$ cat src/design/retrot_pkg.sv
// Notes on behaviour
// - Interrupt return pops stack into program counter.
// - Interrupt return sets global interrupt enable bit.
// - Literal return loads immediate into working register.
// - Literal return pops stack, two cycles, flags kept.
// - Plain return pops stack, two cycles, nothing else.
// - Rotate left through carry by one bit.
// - Destination bit picks working or file register.
package retrot_pkg;
  localparam int PC_W       = 15;
  localparam int SP_W       = 4;
  localparam int STACK_D    = 16;
  localparam int OP_W       = 14;
  localparam int DATA_W     = 8;
  localparam int FADDR_W    = 7;
  localparam int INT_EN_POS = 7;
  localparam int DEST_POS   = 7;
  localparam logic [OP_W-1:0] OP_INT_RET     = 14'h0009;
  localparam logic [OP_W-1:0] OP_RET         = 14'h0008;
  localparam logic [5:0]      OP_LIT_RET_HI  = 6'h34;
  localparam logic [5:0]      OP_ROT_LEFT_HI = 6'h0D;
  localparam logic [PC_W-1:0] PC_RST   = 15'h0000;
  localparam logic [PC_W-1:0] PC_STEP  = 15'h0001;
  localparam logic [SP_W-1:0] SP_RST   = 4'hF;
  localparam logic [DATA_W-1:0] W_RST  = 8'h00;
  localparam logic [DATA_W-1:0] IC_RST = 8'h00;
  localparam logic               C_RST     = 1'b0;
  localparam logic               BUSY_RST  = 1'b0;
  localparam logic               FWE_RST   = 1'b0;
  localparam logic [FADDR_W-1:0] FADDR_RST = 7'h00;
  localparam logic [DATA_W-1:0]  FWD_RST   = 8'h00;
  localparam int RET_CYCLES = 2;

  typedef enum logic [0:0] {
    ST_EXEC  = 1'b0,
    ST_FLUSH = 1'b1
  } exec_state_t;
endpackage

$ cat src/design/ret_stack_if.sv
`timescale 1ns/10ps
`default_nettype none
interface ret_stack_if;
  import retrot_pkg::*;
  logic            push;
  logic            pop;
  logic [PC_W-1:0] push_addr;
  logic [PC_W-1:0] top_of_stack;
  modport core  (output push, output pop, output push_addr,
                 input top_of_stack);
  modport stack (input push, input pop, input push_addr,
                 output top_of_stack);
endinterface
`default_nettype wire

$ cat src/design/ret_stack.sv
`timescale 1ns/10ps
`default_nettype none
module ret_stack (
  // Clock and reset
  input wire logic    clk,
  input wire logic    rst,
  // Core side
  ret_stack_if.stack  stk
);
  import retrot_pkg::*;

  logic [PC_W-1:0] mem_q [STACK_D];
  logic [SP_W-1:0] sp_q;
  logic [SP_W-1:0] sp_d;

  // Pointer starts one below entry zero so the first push lands there.
  always_comb begin
    sp_d = sp_q;
    if (stk.push) begin
      sp_d = sp_q + 4'h1;
    end else if (stk.pop) begin
      sp_d = sp_q - 4'h1;
    end
  end

  always_ff @(posedge clk or posedge rst) begin
    if (rst) begin
      sp_q <= SP_RST;
    end else begin
      sp_q <= sp_d;
    end
  end

  // Storage carries no reset; overflow wraps and overwrites silently.
  always_ff @(posedge clk) begin
    if (stk.push) begin
      mem_q[sp_d] <= stk.push_addr;
    end
  end

  assign stk.top_of_stack = mem_q[sp_q];
endmodule
`default_nettype wire

$ cat src/design/return_and_rotate_exec.sv
`timescale 1ns/10ps
`default_nettype none
module return_and_rotate_exec (
  // Clock and reset
  input  wire logic                         clk,
  input  wire logic                         rst,
  // Instruction stream
  input  wire logic                         op_valid,
  input  wire logic [retrot_pkg::OP_W-1:0]  opcode,
  // Call path into the return stack
  input  wire logic                         call_push,
  input  wire logic [retrot_pkg::PC_W-1:0]  call_addr,
  // File register read port
  input  wire logic [retrot_pkg::DATA_W-1:0] file_rdata,
  // Core state outputs
  output logic [retrot_pkg::PC_W-1:0]       pc,
  output logic [retrot_pkg::DATA_W-1:0]     working_reg,
  output logic                              carry,
  output logic [retrot_pkg::DATA_W-1:0]     interrupt_control_reg,
  output logic                              busy,
  // File register write port
  output logic                              file_we,
  output logic [retrot_pkg::FADDR_W-1:0]    file_addr,
  output logic [retrot_pkg::DATA_W-1:0]     file_wdata
);
  import retrot_pkg::*;

  // ----------------------------------------------------------------
  // Decode
  // ----------------------------------------------------------------
  ret_stack_if sif ();

  logic               take;
  logic               is_int_ret;
  logic               is_ret;
  logic               is_lit_ret;
  logic               is_rot_left;
  logic               dest_file;
  logic               pop;
  logic [5:0]         op_hi;
  logic [DATA_W-1:0]  lit_val;
  logic [FADDR_W-1:0] file_sel;
  logic [DATA_W-1:0]  rot_res;
  logic               rot_c;

  exec_state_t        st_q;
  exec_state_t        st_d;
  logic               busy_q;
  logic               busy_d;
  logic [PC_W-1:0]    pc_q;
  logic [PC_W-1:0]    pc_d;
  logic [DATA_W-1:0]  w_q;
  logic [DATA_W-1:0]  w_d;
  logic               c_q;
  logic               c_d;
  logic [DATA_W-1:0]  ic_q;
  logic [DATA_W-1:0]  ic_d;
  logic               fwe_q;
  logic               fwe_d;
  logic [FADDR_W-1:0] fa_q;
  logic [FADDR_W-1:0] fa_d;
  logic [DATA_W-1:0]  fwd_q;
  logic [DATA_W-1:0]  fwd_d;

  // Field slices of the instruction word.
  assign op_hi    = opcode[OP_W-1:OP_W-6];
  assign lit_val  = opcode[DATA_W-1:0];
  assign file_sel = opcode[FADDR_W-1:0];

  // A second-cycle flush ignores whatever word arrives alongside it.
  assign take        = op_valid && (st_q == ST_EXEC);
  assign is_int_ret  = take && (opcode == OP_INT_RET);
  assign is_ret      = take && (opcode == OP_RET);
  assign is_lit_ret  = take && (op_hi == OP_LIT_RET_HI);
  assign is_rot_left = take && (op_hi == OP_ROT_LEFT_HI);
  assign dest_file   = opcode[DEST_POS];
  assign pop         = is_int_ret || is_ret || is_lit_ret;

  // Old carry enters bit 0, old bit 7 leaves into carry.
  assign rot_res = {file_rdata[DATA_W-2:0], c_q};
  assign rot_c   = file_rdata[DATA_W-1];

  // ----------------------------------------------------------------
  // Stack
  // ----------------------------------------------------------------
  // Pop wins over a push in the same cycle; that call is then lost.
  assign sif.pop       = pop;
  assign sif.push      = call_push && !pop;
  assign sif.push_addr = call_addr;

  ret_stack u_stack (
    .clk (clk),
    .rst (rst),
    .stk (sif)
  );

  // ----------------------------------------------------------------
  // Sequencing
  // ----------------------------------------------------------------
  // Every return spends its second cycle here, refusing new words.
  always_comb begin
    st_d   = st_q;
    busy_d = 1'b0;
    case (st_q)
      ST_EXEC: begin
        if (pop) begin
          st_d   = ST_FLUSH;
          busy_d = 1'b1;
        end
      end
      ST_FLUSH: begin
        st_d = ST_EXEC;
      end
      default: begin
        st_d = ST_EXEC;
      end
    endcase
  end

  always_ff @(posedge clk or posedge rst) begin
    if (rst) begin
      st_q   <= ST_EXEC;
      busy_q <= BUSY_RST;
    end else begin
      st_q   <= st_d;
      busy_q <= busy_d;
    end
  end

  // ----------------------------------------------------------------
  // Program counter
  // ----------------------------------------------------------------
  // Returns reload from the stack; any other accepted word steps on.
  always_comb begin
    pc_d = pc_q;
    if (pop) begin
      pc_d = sif.top_of_stack;
    end else if (take) begin
      pc_d = pc_q + PC_STEP;
    end
  end

  always_ff @(posedge clk or posedge rst) begin
    if (rst) begin
      pc_q <= PC_RST;
    end else begin
      pc_q <= pc_d;
    end
  end

  // ----------------------------------------------------------------
  // Working register, carry and interrupt control
  // ----------------------------------------------------------------
  always_comb begin
    w_d  = w_q;
    c_d  = c_q;
    ic_d = ic_q;
    if (is_int_ret) begin
      ic_d[INT_EN_POS] = 1'b1;
    end
    if (is_lit_ret) begin
      w_d = lit_val;
    end
    // Returns never touch carry, so status survives the flush.
    if (is_rot_left) begin
      c_d = rot_c;
      if (!dest_file) begin
        w_d = rot_res;
      end
    end
  end

  always_ff @(posedge clk or posedge rst) begin
    if (rst) begin
      w_q  <= W_RST;
      c_q  <= C_RST;
      ic_q <= IC_RST;
    end else begin
      w_q  <= w_d;
      c_q  <= c_d;
      ic_q <= ic_d;
    end
  end

  // ----------------------------------------------------------------
  // File register write
  // ----------------------------------------------------------------
  // The strobe lasts one cycle; address and data hold for a slow sink.
  always_comb begin
    fwe_d = 1'b0;
    fa_d  = fa_q;
    fwd_d = fwd_q;
    if (is_rot_left && dest_file) begin
      fwe_d = 1'b1;
      fa_d  = file_sel;
      fwd_d = rot_res;
    end
  end

  always_ff @(posedge clk or posedge rst) begin
    if (rst) begin
      fwe_q <= FWE_RST;
      fa_q  <= FADDR_RST;
      fwd_q <= FWD_RST;
    end else begin
      fwe_q <= fwe_d;
      fa_q  <= fa_d;
      fwd_q <= fwd_d;
    end
  end

  // ----------------------------------------------------------------
  // Outputs
  // ----------------------------------------------------------------
  // Each output is a bare register, so the core sees no decode delay.
  assign pc                    = pc_q;
  assign working_reg           = w_q;
  assign carry                 = c_q;
  assign interrupt_control_reg = ic_q;
  assign busy                  = busy_q;
  assign file_we               = fwe_q;
  assign file_addr             = fa_q;
  assign file_wdata            = fwd_q;
endmodule
`default_nettype wire

$ cat config.mk
export PLATFORM = sky130hd
export DESIGN_NAME = return_and_rotate_exec
export DESIGN_NICKNAME = d
export VERILOG_FILES = /design/src/design/retrot_pkg.sv /design/src/design/ret_stack_if.sv /design/src/design/ret_stack.sv /design/src/design/return_and_rotate_exec.sv
export SDC_FILE = /design/constraint.sdc
export NUM_CORES = 1
export LEC_CHECK = 0
export BUFFER_PORTS_ARGS = -buffer_cell sky130_fd_sc_hd__buf_4
export CORE_ASPECT_RATIO = 1.25
export CORE_MARGIN = 3
export CORE_UTILIZATION = 48
export DETAILED_ROUTE_END_ITERATION = 16
export PLACE_DENSITY = 0.69
export SETUP_SLACK_MARGIN = 0.15
export SYNTH_ARGS = -nofsm -noshare
export SYNTH_HDL_FRONTEND = slang
export SYNTH_SLANG_ARGS = --single-unit
$ cat constraint.sdc
create_clock -name clk -period 3.05 [get_ports clk]
set_input_delay 0.305 -clock clk [delete_from_list [all_inputs] [get_ports clk]]
set_output_delay 0.305 -clock clk [all_outputs]
set_load 0.005 [all_outputs]
Word level (Yosys, flattened, before mapping):

Memories as Yosys holds them, arrays and structs flattened.
Cells that the tools add are included.

* add/subtract/negate cells: 3
* equal/unequal tests: 4
* multiplexer cells: 13
* bitwise operators: 1
* reductions and logical operators: 11

Operators by type and width (count)
* $mux W15: 2
* $eq A14 B4 Y1 const B: 2
* $mux W8: 3
* $add A15 B1 Y15 const B: 1
* $mux W4: 2
* $logic_and A1 B1 Y1: 7
* $eq A6 B4 Y1 const B: 1
* $eq A6 B6 Y1 const B: 1
* $mux W1: 5
* $add A4 B1 Y4 const B: 1
* $sub A4 B1 Y4 const B: 1
* $logic_or A1 B1 Y1: 2
* $pmux W1 S2: 1
* $reduce_bool A2 Y1: 1
* $logic_not A1 Y1: 1
* $not A1 Y1: 1

* register bits after elaboration: 47
* memory bits (writable): 240
* input port bits: 41
* output and inout port bits: 49
* memories kept: 1

Memories
* u_stack.mem_q: words 16, bits a word 15, read ports 1, clocked after memory_dff 0, wr ports 1, RTL line ret_stack.sv:12 `logic [PC_W-1:0] mem_q [STACK_D];`

Longest topological paths before layout:

* depth after elaboration: 9
* mapped depth: 9
* depth with buffers taken out: 6

By module:

A second synthesis with hierarchy kept.

* cell total of the unflattened synthesis: 690
* area, all modules: 11782.6 um^2

By module, submodules not included
* ret_stack: times used 1, cells each 481, area each 9556.7 um^2, seq. area each 7312.0 um^2
* return_and_rotate_exec: times used 1, cells each 209, area each 2225.9 um^2, seq. area each 1051.0 um^2

Worst setup path after synthesis:

OpenSTA, ideal clock, no wires.

* path kind: register to register
* from: register u_stack.sp_q[0]
* to: memory u_stack.mem_q[1][0] (enable)
* library setup time: 0.386 ns
* arrival time: 2.893 ns
* path slack: -0.229 ns
* cell stages (with the launch flop): 10
* buffers on the path: 3
* cells stage by stage: dfstp_2 -> buf_2 -> buf_4 -> buf_4 -> inv_1 -> ha_1 -> nor2_1 -> nor4bb_1 -> a211oi_2 -> nor2_1

* cells in the longest elaborated chain, start to end: 3

Ends and longest elaborated chain
* start: declaration: RTL line ret_stack.sv:13 `logic [SP_W-1:0] sp_q;`
* start signal: assignment: RTL line ret_stack.sv:30 `sp_q <= sp_d;`
* $sub A4 B1 Y4: RTL line ret_stack.sv:22 `sp_d = sp_q - 4'h1;`
* $mux W4: RTL line ret_stack.sv:21 `end else if (stk.pop) begin`
* $mux W4 *: RTL line ret_stack.sv:19 `if (stk.push) begin`
* end: declaration: RTL line ret_stack.sv:12

Every way passes the cells marked *; elsewhere a longest branch is shown, timed or not.

Worst setup path after layout:

* from: register u_stack.sp_q[0]
* to: register pc_q[13] (netlist: pc[13])

* cells in the longest elaborated chain, start to end: 2

Ends and longest elaborated chain
* $mem_v2 Z16 W15
* $mux W15: RTL line return_and_rotate_exec.sv:136 `if (pop) begin`
* end signal: assignment: RTL line return_and_rotate_exec.sv:147 `pc_q <= pc_d;`
* end: declaration: RTL line return_and_rotate_exec.sv:50 `logic [PC_W-1:0] pc_q;`

Every way passes these cells.
A chain may end at the register's enable or synchronous reset.

==> summary.md <==
| Metric | Value |
|---|---|
| Synth top area share | `0.625` |
| Routed vias/inst | `6.02` |
| Max cap viols | `0` |
| Max reg flops | `240` |
| CTS root buffer | `clkbuf_16` |
| Via count | `about 6400` |
| Post-Synthesis Cells | `between 600 and 700` |
| Worst hold path type | `in2async` |
| Post-Place Cell Area | `~13000 um^2` |
| Die Ht | `between 150 and 200 um` |
| Synthesis warning total | `0` |
| Top reg by flops | `u_stack.mem_q` |
| CP peak stage delay | `slightly below 0.7 ns` |
| Flops & latches, synth | `about 290` |
| Chip width | `roughly 140 um` |
| Worst vdd ir | `between 0.0005 and 0.0006 V` |
| Fin crit share | `0.897` |
| Starting density of the core | `0.496` |
| # diodes | `0` |
| Drt wl/cell | `roughly 25 um` |
| FP Rows | `62` |
| Core area | `~23000 um^2` |
| Total grt overflow | `0` |
| Skew final | `0.0107 ns` |
| Placed Cells | `1007` |
| Violated checks | `hold timing` |
| Critical path cell sequence | `buf_4, buf_8, mux4_2, a221oi_1, a32o_1, nor3_2` |
| Most frequent cell after synthesis | `edfxtp_1` |
| Worst slew pin tran | `about 0.95 ns` |
| CTS tree | `yes` |
| Clk sinks | `~290` |
| DRT antenna net count | `0` |
| Layout Cells excl Fill | `between 1000 and 1500` |
| CP Capture Type | `flip-flop` |
| Fin nets | `792` |
| List of most frequent post-synthesis cells | `edfxtp_1 (240), mux4_2 (59), dfrtp_1 (42)` |
| Ys flop type | `edfxtp_1` |
| Mapped Area | `between 10000 and 15000 um^2` |
| Total routed wirelength | `26300 um` |
| Hold WS | `-0.00402 ns` |
| Sequential area share after synthesis | `0.725` |
| EDFF count, synth | `240` |
| Starting DRC count in detailed routing | `between 500 and 600` |
| I/O Pins | `90` |
| Area leader, netlist | `edfxtp_1` |
| Area contributors post-synth | `edfxtp_1 (62%), mux4_2 (12%), dfrtp_1 (9.1%)` |
| Pwr/cell area | `881 nW/um^2` |
| Setup TNS | `0 ns` |
| Max FO, Critical Path | `24` |
| Final setup fails | `0` |
| Period minus WS final | `between 2 and 3 ns` |
| Cell variety after synth | `between 50 and 60` |
| Largest net degree at the start of global routing | `between 50 and 60` |
| Dpl hpwl | `about 17000 um` |
| CTS buffer count | `26` |
| Clock latency at the later pin of the worst-skew pair | `0.53 ns` |
| Slew margin rel. | `0.369` |
| Ys async rst share | `0.161` |
| Global-route wire length before repair | `between 30000 and 40000 um` |
| Fmax | `around 370 MHz` |
| Final Max Slew Viols | `0` |
| Worst path required time | `roughly 3.5 ns` |
| Power, Total | `between 10000 and 15000 uW` |
| Final Cell Area | `13700 um^2` |
| Area growth syn-to-layout | `18.8%` |
| I/O Buffers | `82` |
| Pre-antenna DRT Iters | `5` |
| Status | `finished with violations` |
| Initial antenna violation count | `0` |
| Clock tree buffer depth | `3` |
| Share of cells above drive strength 1 | `0.352` |
| Max stage delay cell, worst path | `dfstp_4` |
| Die footprint | `between 20000 and 30000 um^2` |
| Routability cong. | `roughly 0.86` |
| CP arrival | `approximately 3.2 ns` |
| Synth Area per Inst | `about 18 um^2` |
| Clk slew on worst S/H paths | `~0.070 ns` |
| Setup CP Type | `reg2reg` |
| DRC viols | `0` |
| CTS H-tree lvls | `1` |
| Leakage | `about 0.0048 uW` |
| Number of global-route vias before repair | `about 6600` |
| Overall Global Routing Usage | `0.203` |
| Fin. Hold Viols | `10` |
| Unrepaired setup endpoints after global routing | `no` |
| Startpoint types | `flip-flop` |
repair_timing:
item                                    in CTS  in global routing
gates resized for setup                      3                  4
endpoints found under the setup margin       3                 17
hold endpoints to repair                     1                  0
setup buffers                                0                  0
pin swaps                                    0                  0
hold buffers                                 1                  0
critical path, delay by kind of cell (launching register included):
family / cells / cell delay, ns
flops: 1 / 0.68
compound gates: 2 / 0.68
buf+inv: 2 / 0.66
simple gates: 1 / 0.04
mux: 1 / 0.54
path summary, 6_finish.rpt:
path,from,endpoint,slack (ns),cells past startpoint
max in group asynchronous,rst,file_wdata[3],2.46,2
worst min-delay path,rst,file_wdata[0],-0.004,2
worst max register to register,u_stack.sp_q[0],pc[13],0.31,6
worst max-delay path,u_stack.sp_q[0],pc[13],0.31,6
worst min register to register,file_wdata[0],file_wdata[0],0.51,1
min in group clk,file_rdata[2],working_reg[3],0.02,3
metal layers:
metal | GRT usage | vias to the layer above | routed length, um
met2 | 0.352 | 286 | 13600
li1 | - | 2767 | -
met4 | 0.0610 | 0 | 682
met5 | 0 | - | 0
met1 | 0.264 | 3246 | 10200
met3 | 0.0366 | 52 | 1860
power breakdown:
group | internal [uW] | total [uW] | leakage (uW) | switching [uW]
combinational | 1620 | 3600 | 0.00163 | 1980
sequential | 4870 | 5150 | 0.00275 | 280
clock | 1970 | 3320 | 0.000451 | 1350
cell type report:
cell class / instances / area, um^2
flip-flops and latches: 286 / 8370
well taps: 288 / 360
multi-input cells: 300 / 3040
inverters: 8 / 30.0
repair buffers: 126 / 1010
fillers: 1740 / 9560
clock buffers: 31 / 733
clock inverters: 16 / 163
layout by cell type (no fill, tap or decap), drive strengths merged, types with 11 or more instances in the layout:
cell    instances
edfxtp        240
buf           125
mux4           59
dfrtp          42
clkbuf         31
nand2          30
nor2           29
a22oi          18
mux2           16
o21ai          12
clkinv         12
nand4          11
through the flow:
step | util | worst slack [ns] | hold slack (ns)
finish | 0.589 | 0.314 | -0.00402
global route | 0.589 | 0.171 | 0.00555
CTS | 0.589 | 0.172 | 0.00390
detailed placement | 0.549 | 0.0803 | 0.485
global placement | 0.549 | 0.0898 | 0.459
floorplan | - | 0.00731 | 0.404
cell families (layout without fill, tap and decap cells):
family / count (synthesis) / count (layout) / synth area share
DFF: 286 / 286 / 0.725
and+or+nand+nor: 122 / 122 / 0.0558
muxes: 85 / 85 / 0.139
AOI/OAI and AO/OA: 70 / 70 / 0.0455
buffers and inverters: 48 / 181 / 0.0209
xor gates and xnor gates: 13 / 13 / 0.00987
adders and majority gates: 3 / 3 / 0.00325
other: 1 / 7 / 0.000325
No activity file was read; power rests on OpenSTA's default activity.
